==> config.mk <==
export PLATFORM = sky130hd
export DESIGN_NAME = pump_supervisor
export DESIGN_NICKNAME = d
export VERILOG_FILES = /design/src/pump_sup_pkg.sv /design/src/input_filter.sv /design/src/pump_supervisor.sv
export SDC_FILE = /design/constraint.sdc
export NUM_CORES = 1
export LEC_CHECK = 0
export ABC_AREA = 0
export BUFFER_PORTS_ARGS = -buffer_cell sky130_fd_sc_hd__buf_4
export CAP_MARGIN = 30
export CELL_PAD_IN_SITES_DETAIL_PLACEMENT = 1
export CELL_PAD_IN_SITES_GLOBAL_PLACEMENT = 2
export CORE_MARGIN = 2
export CORE_UTILIZATION = 35
export CTS_CLUSTER_SIZE = 24
export DETAILED_ROUTE_END_ITERATION = 7
export GPL_ROUTABILITY_DRIVEN = 0
export PLACE_DENSITY = 0.86
export SYNTH_ARGS = -nofsm -noshare
export SYNTH_HDL_FRONTEND = slang
export SYNTH_SLANG_ARGS = --single-unit
==> constraint.sdc <==
create_clock -name clk_sys -period 5.25 [get_ports clk_sys]
set_input_delay 0 -clock clk_sys [delete_from_list [all_inputs] [get_ports clk_sys]]
set_output_delay 0 -clock clk_sys [all_outputs]
set_load 0.02 [all_outputs]
==> src/pump_sup_pkg.sv <==
// Purpose: shared constants and types for the pump alternator and fault supervisor
// Assumes: 40 MHz clk_sys, registers on an apb slave, pins filtered on entry
// Notes:   delays counted in millisecond ticks from one divider, except the run verify delay, counted in clocks
// =============================================================
// Summary of operation
// - with alternation on, advance the alternator on every pump start
// - a pump that fails to start hands lead to the next available pump
// - pumps out of auto are skipped; the others keep alternating
// - alternation modes: all pumps, pumps 1-2, pumps 2-3, or none
// - with alternation on, new lead is the next pump in ascending order
// - without alternation pump 1 leads, pump 2 first lag, pump 3 second lag
// - starters not used for pumping follow the override control points
// - the external monitor holds the phase input closed; open means fault
// - three run inputs, each checking the starter of the same pump
// - missing run status: pump off, starter alarm, start the next pump
// - a starter drives its coil when energized or its selector is in hand
// - auxiliary pair is a delay relay; zero delay makes both plain points
// - on-delay: output only after trigger held longer than the delay
// - with delay off, count auxiliary pulses of at least 25 ms
// - alarm light and horn on only while an alarm condition exists
// - alarm conditions reported to telemetry; alarm outputs can be disabled
// - horn silenced by switch, telemetry or input; new alarm resounds it
// - failed pump retried after a delay if enabled, else skipped
// - phase loss, high, low and sequence faults reported separately
// - phase fault blocks automatic starters and drives both alarms
// - transducer fault falls back to floats, second transducer or timer
// - pump-down: lead starts above lead level, stops below lead-off level
package pump_sup_pkg;
    // =============================================================
    // timing
    localparam int CLK_PERIOD_NS = 25;
    localparam int MS_NS         = 1_000_000;
    localparam int MS_CYCLES_DEF = MS_NS / CLK_PERIOD_NS;
    localparam logic [15:0] PULSE_MIN_MS = 16'h0019;
    localparam int DEBOUNCE_MS   = 5;
    localparam int NPUMP         = 3;
    localparam int NFILT         = 17;
    // =============================================================
    // register offsets
    localparam logic [7:0] A_CTRL    = 8'h00;
    localparam logic [7:0] A_AUXDLY  = 8'h04;
    localparam logic [7:0] A_RETRY   = 8'h08;
    localparam logic [7:0] A_VERIFY  = 8'h0c;
    localparam logic [7:0] A_RUNTIME = 8'h10;
    localparam logic [7:0] A_STATUS  = 8'h14;
    localparam logic [7:0] A_PULSES  = 8'h18;
    localparam logic [7:0] A_SILENCE = 8'h1c;
    // =============================================================
    // reset values
    localparam logic [14:0] CTRL_RST    = 15'h7008;
    localparam logic [15:0] AUXDLY_RST  = 16'h0000;
    localparam logic [15:0] RETRY_RST   = 16'h03e8;
    localparam logic [15:0] VERIFY_RST  = 16'h0fa0;
    localparam logic [15:0] RUNTIME_RST = 16'h2710;
    // =============================================================
    // types
    typedef enum logic [1:0] {ALT_ALL, ALT_12, ALT_23, ALT_NONE} alt_mode_t;
    typedef enum logic [1:0] {FB_FLOAT, FB_XDCR2, FB_FLOATSET, FB_TIMER} fb_mode_t;
    typedef struct packed {
        logic [2:0] used;
        fb_mode_t   fb;
        logic       aux_tlm;
        logic [2:0] ovr;
        logic       aux_trig;
        logic       aux_ondly;
        logic       alarm_en;
        logic       retry_en;
        alt_mode_t  alt;
    } ctrl_t;
    typedef struct packed {
        logic above_lead;
        logic below_stop;
        logic high;
        logic low;
    } lvl_t;
    typedef struct packed {
        logic seq;
        logic lo_v;
        logic hi_v;
        logic loss;
    } phase_t;
endpackage

==> src/input_filter.sv <==
// Purpose: three-flop synchroniser and tick-based debounce per input bit
// Assumes: tick is a one-cycle enable pulse
// Notes:   a bit changes after STABLE ticks of agreement
`timescale 1ns/1ps
module input_filter #(
    parameter int W      = 16,
    parameter int STABLE = 5
) (
    // clock and reset
    input  wire logic         clk_sys,
    input  wire logic         rst,
    input  wire logic         tick,
    // pins
    input  wire logic [W-1:0] raw,
    output logic      [W-1:0] clean
);
    localparam int CW = $clog2(STABLE + 1);
    // =============================================================
    // per bit filter
    for (genvar i = 0; i < W; i++)
    begin : g_bit
        logic [2:0]    s_r;
        logic [CW-1:0] cnt_r;
        always_ff @(posedge clk_sys)
            s_r <= rst ? 3'h0 : {s_r[1:0], raw[i]};
        always_ff @(posedge clk_sys)
        begin
            if (rst || s_r[1] != s_r[2] || s_r[2] == clean[i])
                cnt_r <= '0;
            else if (tick && cnt_r == CW'(STABLE - 1))
                cnt_r <= '0;
            else if (tick)
                cnt_r <= cnt_r + 1'b1;
        end
        always_ff @(posedge clk_sys)
        begin
            if (rst)
                clean[i] <= 1'b0;
            else if (tick && s_r[1] == s_r[2] && cnt_r == CW'(STABLE - 1))
                clean[i] <= s_r[2];
        end
    end
endmodule

==> src/pump_supervisor.sv <==
// Purpose: lead/lag alternator, run verification, phase, aux relay and alarms
// Assumes: apb slave on clk_sys; phase causes and transducers are same-clock
// Notes:   one wait state on every apb access
`timescale 1ns/1ps
module pump_supervisor
    import pump_sup_pkg::*;
#(
    parameter int MS_CYCLES = MS_CYCLES_DEF
) (
    // clock and reset
    input  wire logic        clk_sys,
    input  wire logic        rst,
    // apb
    input  wire logic        psel,
    input  wire logic        penable,
    input  wire logic        pwrite,
    input  wire logic [7:0]  paddr,
    input  wire logic [31:0] pwdata,
    output logic      [31:0] prdata,
    output logic             pready,
    output logic             pslverr,
    // pump pins
    input  wire logic        pump1_run_in,
    input  wire logic        pump2_run_in,
    input  wire logic        pump3_run_in,
    input  wire logic [2:0]  hand_in,
    input  wire logic [2:0]  auto_in,
    output logic             pump1_starter_out,
    output logic             pump2_starter_out,
    output logic             pump3_starter_out,
    // phase and level
    input  wire logic        phase_ok_in,
    input  wire phase_t      phase_cause,
    input  wire lvl_t        float_in,
    input  wire lvl_t        xdcr1,
    input  wire lvl_t        xdcr2,
    input  wire logic        xdcr_fault,
    input  wire logic        internal_fault,
    // aux and alarm
    input  wire logic        aux_in,
    input  wire logic        silence_sw_in,
    input  wire logic        ext_silence_in,
    output logic             aux_out,
    output logic             alarm_light_out,
    output logic             alarm_horn_out
);
    typedef enum logic [1:0] {ST_IDLE, ST_VERIFY, ST_RUN} seq_t;

    function automatic logic [1:0] inc(input logic [1:0] p);
        inc = (p == 2'd2) ? 2'd0 : p + 2'd1;
    endfunction

    function automatic logic [2:0] dec(input logic [1:0] p);
        dec = 3'h1 << p;
    endfunction

    function automatic logic [2:0] ring(input alt_mode_t m);
        unique case (m)
            ALT_12:  ring = 3'h3;
            ALT_23:  ring = 3'h6;
            default: ring = 3'h7;
        endcase
    endfunction

    function automatic logic [1:0] pick(input logic [1:0] cur, input alt_mode_t m,
                                        input logic [2:0] av);
        logic [1:0] p;
        logic [2:0] ok;
        logic       hit;
        ok   = av & ring(m);
        p    = (m == ALT_NONE) ? 2'd0 : inc(cur);
        hit  = 1'b0;
        pick = cur;
        for (int k = 0; k < 3; k++)
        begin
            if (!hit && ok[p])
            begin
                pick = p;
                hit  = 1'b1;
            end
            p = inc(p);
        end
    endfunction

    // =============================================================
    // millisecond tick
    logic [31:0] div_r;
    logic        tick_r;
    always_ff @(posedge clk_sys)
    begin
        if (rst || div_r == 32'(MS_CYCLES - 1))
            div_r <= 32'h0;
        else
            div_r <= div_r + 32'h1;
    end
    always_ff @(posedge clk_sys)
        tick_r <= !rst && div_r == 32'(MS_CYCLES - 1);

    // =============================================================
    // input filtering
    logic [NFILT-1:0] flt;
    logic [2:0]       run_f, hand_f, auto_f;
    logic             phok_f, aux_f, sil_f, esil_f;
    lvl_t             fl_f;
    input_filter #(.W(NFILT), .STABLE(DEBOUNCE_MS)) u_filt (
        .clk_sys (clk_sys),
        .rst     (rst),
        .tick    (tick_r),
        .raw     ({float_in, ext_silence_in, silence_sw_in, aux_in, phase_ok_in,
                   auto_in, hand_in, pump3_run_in, pump2_run_in, pump1_run_in}),
        .clean   (flt)
    );
    assign {fl_f, esil_f, sil_f, aux_f, phok_f, auto_f, hand_f, run_f} = flt;

    // =============================================================
    // registers
    ctrl_t       ctrl_r;
    logic [15:0] auxdly_r, retry_r, verify_r, runtime_r, pulses_r;
    logic        tlm_sil_r;
    logic        wr_ok, acc;
    assign acc   = psel && penable && pready;
    assign wr_ok = acc && pwrite;
    always_ff @(posedge clk_sys)
    begin
        if (rst)
        begin
            ctrl_r    <= ctrl_t'(CTRL_RST);
            auxdly_r  <= AUXDLY_RST;
            retry_r   <= RETRY_RST;
            verify_r  <= VERIFY_RST;
            runtime_r <= RUNTIME_RST;
        end
        else if (wr_ok)
        begin
            unique case (paddr)
                A_CTRL:    ctrl_r    <= ctrl_t'(pwdata[14:0]);
                A_AUXDLY:  auxdly_r  <= pwdata[15:0];
                A_RETRY:   retry_r   <= pwdata[15:0];
                A_VERIFY:  verify_r  <= pwdata[15:0];
                A_RUNTIME: runtime_r <= pwdata[15:0];
                default:   ;
            endcase
        end
    end
    always_ff @(posedge clk_sys)
        tlm_sil_r <= !rst && wr_ok && paddr == A_SILENCE;

    // =============================================================
    // level source and demand
    lvl_t        lv;
    logic        demand_r;
    logic [15:0] tmr_r;
    always_comb
    begin
        lv = xdcr1;
        if (xdcr_fault)
        begin
            unique case (ctrl_r.fb)
                FB_FLOAT:    lv = '{fl_f.high, fl_f.low, fl_f.high, fl_f.low};
                FB_XDCR2:    lv = xdcr2;
                FB_FLOATSET: lv = fl_f;
                FB_TIMER:    lv = '{fl_f.high, fl_f.low || tmr_r >= runtime_r,
                                    fl_f.high, fl_f.low};
            endcase
        end
    end
    always_ff @(posedge clk_sys)
    begin
        if (rst || lv.below_stop || lv.low)
            demand_r <= 1'b0;
        else if (lv.above_lead)
            demand_r <= 1'b1;
    end
    // run timer counts while demand is on in every fallback mode, read only by timer fallback; rearms when demand drops
    always_ff @(posedge clk_sys)
    begin
        if (rst || !demand_r)
            tmr_r <= 16'h0;
        else if (tick_r && tmr_r != 16'hffff)
            tmr_r <= tmr_r + 16'h1;
    end

    // =============================================================
    // phase
    logic phase_fault;
    assign phase_fault = !phok_f || (|phase_cause);

    // =============================================================
    // sequencer
    seq_t        st_r;
    logic [1:0]  lead_r;
    logic [15:0] vcnt_r;
    logic [2:0]  fail_r, avail, others;
    logic        start_ev, check, fail_ev, run_ok;
    assign avail    = auto_f & ~fail_r & ctrl_r.used;
    assign others   = avail & ~dec(lead_r) & ring(ctrl_r.alt);
    assign run_ok   = demand_r && !phase_fault;
    assign start_ev = st_r == ST_IDLE && run_ok && |(avail & ring(ctrl_r.alt));
    assign check    = st_r == ST_VERIFY && run_ok && vcnt_r == 16'h0;
    assign fail_ev  = check && !run_f[lead_r];
    always_ff @(posedge clk_sys)
    begin
        if (rst)
        begin
            st_r   <= ST_IDLE;
            lead_r <= 2'd0;
            vcnt_r <= 16'h0;
        end
        else
        begin
            unique case (st_r)
                ST_IDLE:
                    if (start_ev)
                    begin
                        lead_r <= pick(lead_r, ctrl_r.alt, avail);
                        vcnt_r <= verify_r;
                        st_r   <= ST_VERIFY;
                    end
                ST_VERIFY:
                    if (!run_ok)
                        st_r <= ST_IDLE;
                    else if (fail_ev)
                    begin
                        lead_r <= pick(lead_r, ctrl_r.alt, others);
                        vcnt_r <= verify_r;
                        st_r   <= (|others) ? ST_VERIFY : ST_IDLE;
                    end
                    else if (check)
                        st_r <= ST_RUN;
                    else
                        vcnt_r <= vcnt_r - 16'h1;
                ST_RUN:
                    if (!run_ok)
                        st_r <= ST_IDLE;
            endcase
        end
    end

    // =============================================================
    // failed pumps
    for (genvar i = 0; i < NPUMP; i++)
    begin : g_fail
        logic [15:0] rcnt_r;
        always_ff @(posedge clk_sys)
        begin
            if (rst || !fail_r[i])
                rcnt_r <= 16'h0;
            else if (tick_r && rcnt_r != 16'hffff)
                rcnt_r <= rcnt_r + 16'h1;
        end
        // retry or skip until out of auto; a new failure wins
        always_ff @(posedge clk_sys)
        begin
            if (rst)
                fail_r[i] <= 1'b0;
            else if (fail_ev && lead_r == 2'(i))
                fail_r[i] <= 1'b1;
            else if (!auto_f[i] || (ctrl_r.retry_en && rcnt_r >= retry_r))
                fail_r[i] <= 1'b0;
        end
    end

    // =============================================================
    // starters
    logic [2:0] auto_cmd, str_r;
    // high level brings in every available pump at once
    assign auto_cmd = ((st_r != ST_IDLE) ? dec(lead_r) : 3'h0)
                    | ((lv.high && run_ok) ? avail : 3'h0);
    always_ff @(posedge clk_sys)
    begin
        if (rst)
            str_r <= 3'h0;
        else
            str_r <= hand_f | (auto_cmd & ctrl_r.used & {3{!phase_fault}})
                   | (ctrl_r.ovr & ~ctrl_r.used);
    end
    assign {pump3_starter_out, pump2_starter_out, pump1_starter_out} = str_r;

    // =============================================================
    // alarms
    logic [3:0] cond, cond_d_r;
    logic       horn_r, light_r, hout_r, silence;
    assign cond    = {internal_fault || xdcr_fault || (|fail_r), lv.low, lv.high,
                      phase_fault};
    assign silence = sil_f || esil_f || tlm_sil_r;
    always_ff @(posedge clk_sys)
        cond_d_r <= rst ? 4'h0 : cond;
    // new condition beats a silence in the same cycle
    always_ff @(posedge clk_sys)
    begin
        if (rst)
            horn_r <= 1'b0;
        else if (|(cond & ~cond_d_r))
            horn_r <= 1'b1;
        else if (silence)
            horn_r <= 1'b0;
    end
    always_ff @(posedge clk_sys)
    begin
        light_r <= !rst && ctrl_r.alarm_en && |cond;
        hout_r  <= !rst && ctrl_r.alarm_en && |cond && horn_r;
    end
    assign alarm_light_out = light_r;
    assign alarm_horn_out  = hout_r;

    // =============================================================
    // auxiliary relay and pulse counter
    logic [15:0] acnt_r;
    logic        trig, aux_d_r, aux_r, dly_off;
    assign dly_off = auxdly_r == 16'h0;
    assign trig    = dly_off ? aux_f : (aux_f == ctrl_r.aux_trig);
    always_ff @(posedge clk_sys)
    begin
        if (rst || !trig)
            acnt_r <= 16'h0;
        else if (tick_r && acnt_r != 16'hffff)
            acnt_r <= acnt_r + 16'h1;
    end
    always_ff @(posedge clk_sys)
        aux_d_r <= rst ? 1'b0 : aux_f;
    // count wide pulses on the falling edge
    always_ff @(posedge clk_sys)
    begin
        if (rst)
            pulses_r <= 16'h0;
        else if (dly_off && aux_d_r && !aux_f && acnt_r >= PULSE_MIN_MS)
            pulses_r <= pulses_r + 16'h1;
    end
    always_ff @(posedge clk_sys)
    begin
        if (rst)
            aux_r <= 1'b0;
        else if (dly_off)
            aux_r <= ctrl_r.aux_tlm;
        else if (ctrl_r.aux_ondly)
            aux_r <= trig && acnt_r > auxdly_r;
        else
            aux_r <= trig;
    end
    assign aux_out = aux_r;

    // =============================================================
    // apb read and handshake
    logic [31:0] rd, prdata_r;
    logic        pready_r, pslverr_r, hit;
    always_comb
    begin
        rd  = 32'h0;
        hit = 1'b1;
        unique case (paddr)
            A_CTRL:    rd = {17'h0, ctrl_r};
            A_AUXDLY:  rd = {16'h0, auxdly_r};
            A_RETRY:   rd = {16'h0, retry_r};
            A_VERIFY:  rd = {16'h0, verify_r};
            A_RUNTIME: rd = {16'h0, runtime_r};
            A_STATUS:  rd = {12'h0, xdcr_fault, str_r, aux_r, hout_r, cond,
                             !phok_f, phase_cause, fail_r, lead_r};
            A_PULSES:  rd = {16'h0, pulses_r};
            A_SILENCE: rd = 32'h0;
            default:   hit = 1'b0;
        endcase
    end
    always_ff @(posedge clk_sys)
    begin
        if (rst)
        begin
            pready_r  <= 1'b0;
            pslverr_r <= 1'b0;
            prdata_r  <= 32'h0;
        end
        else
        begin
            pready_r  <= psel && penable && !pready_r;
            pslverr_r <= psel && penable && !pready_r && !hit;
            if (psel && penable && !pready_r && !pwrite)
                prdata_r <= rd;
        end
    end
    assign prdata  = prdata_r;
    assign pready  = pready_r;
    assign pslverr = pslverr_r;
endmodule

==> impl_summary.txt, run 1 <==
----------------------------------------------------
[Run status]
  Run status ... completed

[Power]
  Sequential group share of total power ... 46.1%
  Leakage Power ... between 8 and 9 nW
  Clock network fraction of design power ... 49.6%
  Power density relative to cell area ... 280 mW/mm^2
  Maximum vdd drop ... 189 uV
  Switching Power ... ~1.5 mW
  Switch share ... 23.0%
  Power consumption ... 6.43 mW
  Internal power contribution ... about 5 mW
  Part of the power in combinational logic ... ~4.2%

[Clock network]
  Cts repair resizes ... 0
  Clock buffers created by TritonCTS ... 46
  Clock-pin slew reported for the worst setup and hold paths after clock tree synthesis ... 0.06 ns
  Clock buffer depth ... 3
  TritonCTS clock tree ... built
  Number of clock sinks seen by CTS ... 386
  Clk root buf ... sky130_fd_sc_hd__clkbuf_16
  Depth of the CTS H-tree ... 2
  Clk_lat worst skew ... 0.58 ns

[Setup path]
  Setup Crit Path Kind ... in -> reg
  Largest incremental delay on the critical path ... 0.82 ns
  Reg2Reg Depth ... 7
  Family of cells with the greatest summed delay on the critical path ... simple AND/OR/NAND/NOR gates
  Reg2reg setup slack ... 1.97 ns
  Nature of the critical path endpoint ... flop
  Data arrival, critical path ... 3.77 ns
  Critical path buffers and inverters ... 2
  End point of the critical path ... vcnt_r[2]$_SDFFE_PP0P_
  Type of origin of the critical path ... input port
  CP startpoint ... phase_cause[0]
  Data required time at the worst endpoint ... 5.73 ns
  Cell count along the critical path ... 8
  Worst-path cell with the longest stage delay ... sky130_fd_sc_hd__nor4_1
  Reg2Reg Launch Point ... vcnt_r[0]$_SDFFE_PP0P_
  Crit Reg-Reg Endpoint ... fail_r[2]$_SDFFE_PP0P_
  Cell chain of the critical path ... dlygate4sd3_1 -> buf_4 -> nor4_1 -> nand3_1 -> a311oi_1 -> and2_0 -> nand2_1 -> o32ai_1
  Largest fanout on the critical path ... 11

[Yosys]
  Xor and xnor area share after synthesis ... 6.38%
  Mapped Area ... 0.0195 mm^2
  Synth unique cells ... 79
  Synth Area in Compound Gates ... between 10 and 15%
  Warning count from the yosys run ... 0
  Post-synthesis register bit count ... a little under 400
  Most area-consuming cells after synthesis ... sky130_fd_sc_hd__dfxtp_1, sky130_fd_sc_hd__ha_1, sky130_fd_sc_hd__nand2_1
  Simple-gate share of the synthesized area ... a little under a quarter
  Fraction of the mapped netlist area in adder cells ... 8.15%
  Fraction of registers with async set or reset after synthesis ... 0%
  Cell accounting for the most synthesized area ... sky130_fd_sc_hd__dfxtp_1
  Main synth FF type ... sky130_fd_sc_hd__dfxtp_1
  Combinational family with the most area after synthesis ... simple AND/OR/NAND/NOR gates
  Post-Syn Area per Cell ... 8.38 um^2
  Cell count after synthesis ... 2325
  Count of flip-flops with a built-in enable after synthesis ... 0
  Share of Yosys cell area claimed by the top area cell type ... 39.6%
  Sequential fraction of the synthesis area ... 39.6%
  Multiplexer area fraction after synthesis ... 3.14%

[Timing]
  Setup skew after layout ... 0.0230 ns
  Share of the cycle needed by the critical path after routing ... 62.5%
  Final TNS setup ... 0 ns
  Count of endpoints failing setup in the final report ... 0
  Measured slew at the worst slew-check pin ... 1.02 ns
  Number of max-slew violations in the final report ... 0
  Minimum clock period after layout ... 3.28 ns
  Number of failing hold endpoints at the final stage ... 0
  Max-Slew Margin vs Limit ... between 30% and 40%
  Final hold slack ... 0.0515 ns
  Fmax ... 0.305 GHz
  Setup repair after global routing missed its margin ... false

[Layout]
  Most frequent cells in the layout ... sky130_fd_sc_hd__dfxtp_1, sky130_fd_sc_hd__nand2_1, sky130_fd_sc_hd__nor2_1
  Area growth from synthesis to layout ... 17.9%
  Ant. Diodes ... 0
  Fraction of final layout cells with drive strength greater than 1 ... 8.28%
  Leading cell type in the layout, fill and taps excluded ... sky130_fd_sc_hd__dfxtp_1
  Final net count ... 2644

[Global route]
  Remaining global-route overflow ... 0
  Wire length of the first global-routing pass ... between 90000 and 100000 um
  Largest net degree at the start of global routing ... 110
  Antenna violations before repair ... 2
  Number of global-route vias before repair ... 17902
  GRT Util Overall ... between 20 and 25%

[Floorplan]
  Full die area ... 0.0576 mm^2
  Placement row count ... 86
  Core outline area ... around 0.055 mm^2
  Top Ports ... 116
  Starting utilization of the core area ... 35.4%
  Die W ... about 240 um
  Die Span Y ... around 240 um

[Routing]
  Iteration-0 DRC count of the detailed router ... 1060
  Total routed wirelength ... 62100 um
  First-pass iteration count of the detailed router ... 5
  DRC violation count after routing ... 0
  Detailed-route via count ... about 17000
  Residual antenna-violating net count after detailed routing ... 0
  Wire length per cell ... a little under 20 um
  Per-cell via count in the routed design ... 5.38

[Min path]
  Hold Path Class ... in -> reg
  Instance count along the most critical hold path ... 6

[Place]
  Half-perimeter wire length after detailed placement ... 44900 um
  Port buffer count ... 87

[Job]
  # Max-Cap Violations ... 0

----------------------------------------------------
## what timing repair did
action                    in CTS  in global routing
hold endpoints to repair     137                  0
buffers inserted               0                  0
hold buffers                  62                  0
## worst min path at each step
stage                     from                           endpoint
floorplan            pwdata[3]            retry_r[3]$_SDFFE_PP1P_
global placement    hand_in[2]  u_filt.g_bit[5].s_r[0]$_SDFF_PP0_
finish                    psel            prdata[16]$_SDFFE_PP0P_
detailed placement  hand_in[1]  u_filt.g_bit[4].s_r[0]$_SDFF_PP0_
global route          xdcr2[0]             cond_d_r[2]$_SDFF_PP0_
CTS                       psel            prdata[16]$_SDFFE_PP0P_
## final cells by class
| cell class | count | area (um^2) |
|---|---|---|
| clock inverters | 16 | 148 |
| clock buffers | 67 | 1360 |
| multi-input cells | 1719 | 10900 |
| fillers | 6496 | 32100 |
| repair buffers | 168 | 1460 |
| inverters | 120 | 450 |
| flip-flops and latches | 386 | 7730 |
| well taps | 748 | 936 |
## synth_stat cells, types with 12 or more instances
master,number
sky130_fd_sc_hd__buf_4,15
sky130_fd_sc_hd__mux2i_1,59
sky130_fd_sc_hd__a21o_1,17
sky130_fd_sc_hd__or3_1,22
sky130_fd_sc_hd__nand3b_1,33
sky130_fd_sc_hd__a221oi_1,29
sky130_fd_sc_hd__ha_1,127
sky130_fd_sc_hd__a21oi_1,148
sky130_fd_sc_hd__nor2_1,266
sky130_fd_sc_hd__nor3_1,33
sky130_fd_sc_hd__nand2_1,290
sky130_fd_sc_hd__xnor2_1,52
sky130_fd_sc_hd__o21ai_0,75
sky130_fd_sc_hd__a41o_1,17
sky130_fd_sc_hd__clkbuf_1,83
sky130_fd_sc_hd__a22oi_1,12
sky130_fd_sc_hd__nor4_1,33
sky130_fd_sc_hd__xor2_1,90
sky130_fd_sc_hd__and2_1,16
sky130_fd_sc_hd__and3_1,32
sky130_fd_sc_hd__nand4_1,48
sky130_fd_sc_hd__nand3_1,77
sky130_fd_sc_hd__nor2b_1,62
sky130_fd_sc_hd__dfxtp_1,386
sky130_fd_sc_hd__inv_1,119
## power groups by stage
stage | clock network (mW) | logic, mW | registers, mW
2_1_floorplan | 0 | 0.133 | 3.03
4_1_cts | 3.27 | 0.268 | 2.97
5_1_grt | 3.39 | 0.289 | 2.97
3_3_place_gp | 0 | 0.224 | 3.03
3_5_place_dp | 0 | 0.231 | 3.03
6_report | 3.19 | 0.270 | 2.97
## routing by layer
| metal | vias to the layer above | part of all wire (%) | track usage [%] |
|---|---|---|---|
| li1 | 8329 | - | - |
| met1 | 8535 | 44 | 27.8 |
| met2 | 372 | 47 | 36.2 |
| met3 | 119 | 4.7 | 3.20 |
| met4 | 2 | 3.6 | 8.07 |
| met5 | - | 0.019 | 0 |
## sequential cells by signal, indices dropped and copies added, names as in the netlist, 2 cells and up
register,count
div_r,32
auxdly_r,16
g_fail.rcnt_r,48
u_filt.g_bit.s_r,51
cond_d_r,4
str_r,3
verify_r,16
pulses_r,16
tmr_r,16
ctrl_r,15
prdata,20
lead_r,2
u_filt.g_bit.cnt_r,51
acnt_r,16
u_filt.clean,17
fail_r,3
st_r,2
retry_r,16
runtime_r,16
vcnt_r,16
## worst register-to-register path: stages, from the launching register on
cell	delay (ns)
sky130_fd_sc_hd__dfxtp_1	0.33
sky130_fd_sc_hd__inv_1	0.13
sky130_fd_sc_hd__ha_1	0.23
sky130_fd_sc_hd__or4b_1	0.54
sky130_fd_sc_hd__or4_4	0.64
sky130_fd_sc_hd__nor4_1	0.87
sky130_fd_sc_hd__nor3b_1	0.30
sky130_fd_sc_hd__a311o_1	0.15
## metrics by stage
stage	area (um^2)	util, %	setup WS, ns	instances
global route	23000	41.7	1.76	3224
global placement	20800	37.8	2.07	3077
CTS	23000	41.7	1.97	3223
finish	23000	41.7	1.97	3224
floorplan	19500	-	2.55	2336
detailed placement	20800	37.8	1.97	3078
## cell families after synthesis
kind of cell               count (synthesis)
AOI/OAI and AO/OA                        411
xor gates and xnor gates                 142
adders and majority gates                127
buffers and inverters                    231
DFF                                      386
muxes                                     61
other                                      1
and+or+nand+nor                          966
(Power assumes the default switching activity.)
==> inputs of run 2 (changes only) <==
--- a/config.mk
+++ b/config.mk
@@ -11,11 +11,11 @@
 export CELL_PAD_IN_SITES_DETAIL_PLACEMENT = 1
 export CELL_PAD_IN_SITES_GLOBAL_PLACEMENT = 2
 export CORE_MARGIN = 2
-export CORE_UTILIZATION = 35
+export CORE_UTILIZATION = 34
 export CTS_CLUSTER_SIZE = 24
 export DETAILED_ROUTE_END_ITERATION = 7
 export GPL_ROUTABILITY_DRIVEN = 0
-export PLACE_DENSITY = 0.86
+export PLACE_DENSITY = 0.87
 export SYNTH_ARGS = -nofsm -noshare
 export SYNTH_HDL_FRONTEND = slang
 export SYNTH_SLANG_ARGS = --single-unit
==> constraint.sdc (replaced) <==
create_clock -name clk_sys -period 3 [get_ports clk_sys]
set_input_delay 0 -clock clk_sys [delete_from_list [all_inputs] [get_ports clk_sys]]
set_output_delay 0 -clock clk_sys [all_outputs]
set_load 0.02 [all_outputs]
==> run 2 against run 1 <==
  * Non-clock buffer count up 28
  * Total power increased by 79%
  * Via count rose by 0.44%
  * Sequential share of layout area is 0.44 points lower
  * Clock skew is 0.012 ns lower
  * Final cell count rose by 1.1%
  * Global-route usage decreased by 0.45 points
==> impl_summary.txt, run 2 (synthesis results as in run 1) <==
----------------------------------------------------
[Timing]
  Number of max-slew violations in the final report ... 0 (unchanged)
  Measured slew at the worst slew-check pin ... 1.04 ns (was 1.02 ns)
  Max-Slew Margin vs Limit ... 29.5% (was 31.3%)
  Number of failing hold endpoints at the final stage ... 0 (unchanged)
  Setup repair after global routing missed its margin ... false (unchanged)
  Minimum clock period after layout ... 2.91 ns
  Share of the cycle needed by the critical path after routing ... 97.1%
  Count of endpoints failing setup in the final report ... 0 (unchanged)
  Fmax ... 0.343 GHz
  Final hold slack ... 0.0222 ns (was 0.0515 ns)
  Setup skew after layout ... 0.0110 ns (was 0.0230 ns)
  Final TNS setup ... 0 ns (unchanged)

[Clock network]
  Depth of the CTS H-tree ... 2 (unchanged)
  Clock buffer depth ... 3 (unchanged)
  Clk_lat worst skew ... 0.58 ns (about the same)
  Clk root buf ... sky130_fd_sc_hd__clkbuf_16 (unchanged)
  Clock-pin slew reported for the worst setup and hold paths after clock tree synthesis ... 0.06 ns (about the same)
  Clock buffers created by TritonCTS ... 45 (was 46)
  Number of clock sinks seen by CTS ... 386 (unchanged)
  TritonCTS clock tree ... built (unchanged)

[Routing]
  Detailed-route via count ... 17433 (was 17357)
  Per-cell via count in the routed design ... 5.35 (was 5.38)
  Wire length per cell ... 19.2 um (was 19.3 um)
  First-pass iteration count of the detailed router ... 5 (unchanged)
  DRC violation count after routing ... 0 (unchanged)
  Iteration-0 DRC count of the detailed router ... 980 (was 1060)
  Residual antenna-violating net count after detailed routing ... 0 (unchanged)
  Total routed wirelength ... 62500 um (was 62100 um)

[Layout]
  Final net count ... 2671 (was 2644)
  Most frequent cells in the layout ... sky130_fd_sc_hd__dfxtp_1, sky130_fd_sc_hd__nand2_1, sky130_fd_sc_hd__nor2_1 (unchanged)
  Fraction of final layout cells with drive strength greater than 1 ... 9.23% (was 8.28%)
  Layout Cells excl Fill ... 3258 (was 3224)
  Ant. Diodes ... 0 (unchanged)
  Number of fill cells ... 6639 (was 6496)
  Final Cell Area ... 0.0233 mm^2 (was 0.0230 mm^2)
  Largest registers ... u_filt.g_bit.cnt_r x51, u_filt.g_bit.s_r x51, g_fail.rcnt_r x48 (unchanged)
  Area growth from synthesis to layout ... 19.5% (was 17.9%)
  Leading cell type in the layout, fill and taps excluded ... sky130_fd_sc_hd__dfxtp_1 (unchanged)

[Job]
  # Max-Cap Violations ... 0 (unchanged)

[Global route]
  Number of global-route vias before repair ... 18207 (was 17902)
  Largest net degree at the start of global routing ... 120 (was 110)
  Wire length of the first global-routing pass ... 101000 um (was 98200 um)
  Remaining global-route overflow ... 0 (unchanged)
  Antenna violations before repair ... 0 (was 2)
  GRT Util Overall ... 21.1% (was 21.5%)

[Floorplan]
  Placement row count ... 87 (was 86)
  Full die area ... 0.0593 mm^2 (was 0.0576 mm^2)
  Starting utilization of the core area ... 34.5% (was 35.4%)
  Top Ports ... 116 (unchanged)
  Core outline area ... 0.0565 mm^2 (was 0.0551 mm^2)
  Die W ... 243 um (was 240 um)
  Die Span Y ... 243 um (was 240 um)

[Min path]
  Hold Path Class ... in -> reg (unchanged)

[Run status]
  Run status ... completed (unchanged)

[Power]
  Leakage Power ... 8.68 nW (was 8.50 nW)
  Power density relative to cell area ... 495 mW/mm^2 (was 280 mW/mm^2)
  Maximum vdd drop ... 329 uV (was 189 uV)

[Setup path]
  Nature of the critical path endpoint ... flop (unchanged)
  Setup Crit Path Kind ... reg -> reg (was in -> reg)
  Data required time at the worst endpoint ... 3.50 ns (was 5.73 ns)
  Data arrival, critical path ... 3.41 ns (was 3.77 ns)
  Largest fanout on the critical path ... 7 (was 11)
  Type of origin of the critical path ... flop (was input port)

[Place]
  Port buffer count ... 87 (unchanged)
  Placed standard-cell area ... 0.0210 mm^2 (was 0.0208 mm^2)
  Half-perimeter wire length after detailed placement ... 45200 um (was 44900 um)
  Total placed cells including tap cells ... 3110 (was 3078)

----------------------------------------------------
## run 2: worst max-delay path: stages, from the launching register on
cell,delay [ns]
sky130_fd_sc_hd__dfxtp_1,0.34
sky130_fd_sc_hd__inv_1,0.12
sky130_fd_sc_hd__ha_1,0.21
sky130_fd_sc_hd__or4b_1,0.53
sky130_fd_sc_hd__or4_4,0.63
sky130_fd_sc_hd__a21oi_4,0.18
sky130_fd_sc_hd__o22ai_2,0.11
sky130_fd_sc_hd__or4b_1,0.55
sky130_fd_sc_hd__a21oi_1,0.17
## run 2: cell type report
type                    instances  area (um^2)  share of cell area [%]
inverters                     120          450                    1.93
clock inverters                20          239                    1.03
repair buffers                196         1680                    7.21
flip-flops and latches        386         7730                    33.2
multi-input cells            1719        10900                    46.8
well taps                     756          946                    4.06
clock buffers                  61         1340                    5.75
## run 2: timing repair
action / in CTS / in global routing
hold buffers: 67 / 0
endpoints found under the hold margin: 163 / 0
setup endpoints to repair: 0 / 2
setup buffers: 0 / 0
gates resized for setup: 0 / 1
## run 2: metrics by stage
| stage | power [mW] | utilization, % | setup WS, ns |
|---|---|---|---|
| detailed placement | 5.73 | 37.2 | 0.0781 |
| floorplan | 5.53 | - | 0.297 |
| CTS | 11.6 | 41.2 | 0.0644 |
| finish | 11.5 | 41.2 | 0.0877 |
| global placement | 5.72 | 37.2 | 0.120 |
| global route | 11.9 | 41.2 | 0.00126 |
## run 2: path summary, 6_finish.rpt
kind / start / end / slack (ns) / cells after the start
worst max register to register: vcnt_r[0]$_SDFFE_PP0P_ / st_r[1]$_SDFFE_PP0P_ / 0.09 / 8
worst min-delay path: xdcr2[1] / cond_d_r[1]$_SDFF_PP0_ / 0.02 / 5
worst max-delay path: vcnt_r[0]$_SDFFE_PP0P_ / st_r[1]$_SDFFE_PP0P_ / 0.09 / 8
worst min register to register: u_filt.g_bit[11].s_r[0]$_SDFF_PP0_ / u_filt.g_bit[11].s_r[1]$_SDFF_PP0_ / 0.44 / 1
## run 2: metal layers
metal | vias to the layer above | part of all wire [%] | GRT usage [%]
met4 | 0 | 3.3 | 7.90
met5 | - | 0 | 0
li1 | 8391 | - | -
met1 | 8612 | 45 | 26.8
met2 | 323 | 48 | 36.3
met3 | 107 | 4.1 | 2.60
## run 2: report_power, final
group	total [mW]	leakage [nW]	switching [mW]	internal [mW]
Clock	5.83	0.788	2.27	3.56
Sequential	5.19	3.12	0.0301	5.16
Combinational	0.498	4.77	0.289	0.209
Total	11.5	8.68	2.59	8.93
==> inputs of run 3 (changes only) <==
--- a/config.mk
+++ b/config.mk
@@ -10,7 +10,6 @@
 export CAP_MARGIN = 30
 export CELL_PAD_IN_SITES_DETAIL_PLACEMENT = 1
 export CELL_PAD_IN_SITES_GLOBAL_PLACEMENT = 2
-export CORE_MARGIN = 2
 export CORE_UTILIZATION = 34
 export CTS_CLUSTER_SIZE = 24
 export DETAILED_ROUTE_END_ITERATION = 7
==> run 3 against run 2 <==
  * Clock skew is 0.0047 ns higher
  * Die area is 1.6% lower
  * Largest power group unchanged
  * Global-route usage is 0.59 points higher
  * Core utilization is 0.13 points lower
  * Critical path type unchanged
  * Register-to-register slack better by 0.03 ns
  * Worst hold slack better by 0.048 ns
  * Via count is 1.2% higher
  * Critical endpoint unchanged
==> impl_summary.txt, run 3 (synthesis results as in run 1) <==
----------------------------------------------------
[Run status]
  Run status ... completed (unchanged)

[Setup path]
  Setup Crit Path Kind ... reg -> reg (unchanged)
  Most prevalent standard cell on the critical path ... sky130_fd_sc_hd__or4b_1 (unchanged)
  Cell count along the critical path ... 8 (unchanged)
  Nature of the critical path endpoint ... flop (unchanged)
  Crit Reg-Reg Endpoint ... st_r[1]$_SDFFE_PP0P_ (unchanged)
  Reg2Reg Launch Point ... vcnt_r[0]$_SDFFE_PP0P_ (unchanged)
  Data arrival, critical path ... 3.38 ns (was 3.41 ns)
  End point of the critical path ... st_r[1]$_SDFFE_PP0P_ (unchanged)
  Largest fanout on the critical path ... 7 (unchanged)
  Largest incremental delay on the critical path ... 0.63 ns (about the same)
  Data required time at the worst endpoint ... 3.50 ns (about the same)
  CP startpoint ... vcnt_r[0]$_SDFFE_PP0P_ (unchanged)
  Cell chain of the critical path ... inv_1 -> ha_1 -> or4b_1 -> or4_4 -> a21oi_4 -> o22ai_2 -> or4b_1 -> a21oi_1 (unchanged)
  Type of origin of the critical path ... flop (unchanged)
  Worst-path cell with the longest stage delay ... sky130_fd_sc_hd__or4_4 (unchanged)
  Family of cells with the greatest summed delay on the critical path ... simple AND/OR/NAND/NOR gates (unchanged)
  Reg2reg setup slack ... 0.12 ns (was 0.09 ns)
  Reg2Reg Depth ... 8 (unchanged)
  Critical path buffers and inverters ... 1 (unchanged)

[Floorplan]
  Core outline area ... 0.0565 mm^2 (unchanged)
  Top Ports ... 116 (unchanged)
  Die W ... 241 um (was 243 um)
  Die Span Y ... 241 um (was 243 um)
  Starting utilization of the core area ... 34.5% (unchanged)
  Full die area ... 0.0583 mm^2 (was 0.0593 mm^2)
  Placement row count ... 87 (unchanged)

[Routing]
  Routed met2 length ... 30500 um (was 30000 um)
  Residual antenna-violating net count after detailed routing ... 0 (unchanged)
  First-pass iteration count of the detailed router ... 5 (unchanged)
  Length of routed wiring on met1 ... 27800 um (about the same)
  Per-cell via count in the routed design ... 5.41 (was 5.35)
  Wire length per cell ... 19.3 um (was 19.2 um)
  Total routed wirelength ... 63100 um (was 62500 um)
  Iteration-0 DRC count of the detailed router ... 972 (was 980)
  Detailed-route via count ... 17642 (was 17433)
  Max Used Layer ... met4 (unchanged)
  DRC violation count after routing ... 0 (unchanged)
  Met3 routed wirelength ... 2780 um (was 2560 um)

[Clock network]
  # Post-CTS Setup Buffers ... 0 (unchanged)
  Depth of the CTS H-tree ... 2 (unchanged)
  TritonCTS clock tree ... built (unchanged)
  Clock-pin slew reported for the worst setup and hold paths after clock tree synthesis ... 0.06 ns (about the same)
  Clk root buf ... sky130_fd_sc_hd__clkbuf_16 (unchanged)
  Clock buffer depth ... 3 (unchanged)
  Number of clock sinks seen by CTS ... 386 (unchanged)
  Clock buffers created by TritonCTS ... 46 (was 45)
  Clk_lat worst skew ... 0.58 ns (about the same)

[Power]
  Power density relative to cell area ... 484 mW/mm^2 (was 495 mW/mm^2)
  Power consumption ... 11.2 mW (was 11.5 mW)
  Sequential group share of total power ... 46.3% (was 45.1%)
  Clock network fraction of design power ... 49.3% (was 50.6%)
  Internal power contribution ... 8.64 mW (was 8.93 mW)
  Switch share ... 23.1% (was 22.5%)
  Switching Power ... 2.59 mW (about the same)
  Maximum vdd drop ... 313 uV (was 329 uV)
  Part of the power in combinational logic ... 4.4% (was 4.3%)
  Leakage Power ... 8.63 nW (was 8.68 nW)

[Layout]
  Ant. Diodes ... 0 (unchanged)
  Final net count ... 2676 (was 2671)
  Area growth from synthesis to layout ... 19.1% (was 19.5%)
  Leading cell type in the layout, fill and taps excluded ... sky130_fd_sc_hd__dfxtp_1 (unchanged)
  Number of fill cells ... 6618 (was 6639)
  Most frequent cells in the layout ... sky130_fd_sc_hd__dfxtp_1, sky130_fd_sc_hd__nand2_1, sky130_fd_sc_hd__nor2_1 (unchanged)
  Largest registers ... u_filt.g_bit.cnt_r x51, u_filt.g_bit.s_r x51, g_fail.rcnt_r x48 (unchanged)
  Fraction of final layout cells with drive strength greater than 1 ... 9.26% (was 9.23%)

[Global route]
  GRT Util Overall ... 21.7% (was 21.1%)
  Antenna violations before repair ... 0 (unchanged)
  Remaining global-route overflow ... 0 (unchanged)
  Number of global-route vias before repair ... 18081 (was 18207)
  Largest net degree at the start of global routing ... 145 (was 120)
  Wire length of the first global-routing pass ... 99400 um (was 101000 um)

[Timing]
  Max-Slew Margin vs Limit ... 36.5% (was 29.5%)
  Measured slew at the worst slew-check pin ... 0.953 ns (was 1.04 ns)
  Count of endpoints failing setup in the final report ... 0 (unchanged)
  Number of failing hold endpoints at the final stage ... 0 (unchanged)
  Final TNS setup ... 0 ns (unchanged)
  Setup skew after layout ... 0.0157 ns (was 0.0110 ns)
  Minimum clock period after layout ... 2.88 ns (was 2.91 ns)
  Number of max-slew violations in the final report ... 0 (unchanged)
  Share of the cycle needed by the critical path after routing ... 95.9% (was 97.1%)
  Setup repair after global routing missed its margin ... false (unchanged)
  Fmax ... 0.347 GHz (was 0.343 GHz)

[Job]
  # Max-Cap Violations ... 0 (unchanged)

[Min path]
  Hold Path Class ... in -> reg (unchanged)

[Place]
  Port buffer count ... 87 (unchanged)
  Half-perimeter wire length after detailed placement ... 45900 um (was 45200 um)

----------------------------------------------------
-- run 3: per-layer routing --
layer,global-route usage (%),up-vias
met3,3.09,114
li1,-,8398
met4,7.31,0
met5,0,-
met1,27.6,8764
met2,37.3,366
-- run 3: worst min path at each step --
| stage | start | endpoint | slack [ns] | depth (start not counted) |
|---|---|---|---|---|
| after detailed placement | pump2_run_in | u_filt.g_bit[1].s_r[0]$_SDFF_PP0_ | 0.22 | 2 |
| after global placement | hand_in[1] | u_filt.g_bit[4].s_r[0]$_SDFF_PP0_ | 0.22 | 2 |
| after global routing | paddr[7] | prdata[3]$_SDFFE_PP0P_ | 0.07 | 5 |
| after floorplan | pwdata[3] | retry_r[3]$_SDFFE_PP1P_ | 0.12 | 1 |
| after CTS | paddr[7] | prdata[3]$_SDFFE_PP0P_ | 0.02 | 5 |
| final | paddr[7] | prdata[3]$_SDFFE_PP0P_ | 0.07 | 5 |
-- run 3: worst reg2reg max path: stages, from the launching register on --
cell                      delay [ns]
sky130_fd_sc_hd__dfxtp_1        0.33
sky130_fd_sc_hd__inv_1          0.13
sky130_fd_sc_hd__ha_1           0.23
sky130_fd_sc_hd__or4b_1         0.53
sky130_fd_sc_hd__or4_4          0.63
sky130_fd_sc_hd__a21oi_4        0.18
sky130_fd_sc_hd__o22ai_2        0.10
sky130_fd_sc_hd__or4b_1         0.53
sky130_fd_sc_hd__a21oi_1        0.14
-- run 3: final cells by class --
type / count / area, um^2 / area share, %
clock inverters: 12 / 131 / 0.566
multi-input cells: 1719 / 10900 / 47.0
repair buffers: 200 / 1690 / 7.29
clock buffers: 69 / 1350 / 5.80
inverters: 120 / 450 / 1.94
flip-flops and latches: 386 / 7730 / 33.3
well taps: 756 / 946 / 4.07
-- run 3: power groups by stage --
stage	sequential [mW]	combinational, mW	clock (mW)
final	5.20	0.495	5.54
after CTS	5.19	0.488	5.66
after global placement	5.30	0.412	0
after floorplan	5.30	0.233	0
after detailed placement	5.31	0.420	0
after global routing	5.20	0.528	5.86
-- run 3: metrics by stage --
| stage | instance area (um^2) | worst slack [ns] | utilization [%] | hold slack, ns | instances |
|---|---|---|---|---|---|
| after floorplan | 19500 | 0.297 | - | 0.118 | 2336 |
| after global placement | 21100 | 0.206 | 37.3 | 0.217 | 3116 |
| after detailed placement | 21100 | 0.122 | 37.3 | 0.218 | 3116 |
| after CTS | 23200 | 0.0627 | 41.1 | 0.0190 | 3262 |
| after global routing | 23200 | 0.0365 | 41.1 | 0.0733 | 3262 |
| final | 23200 | 0.122 | 41.1 | 0.0700 | 3262 |
-- run 3: timing repair --
item / 4_1_cts / 5_1_grt
resized for setup: 0 / 4
hold endpoints to repair: 153 / 0
endpoints found under the setup margin: 0 / 12
hold buffers: 65 / 0
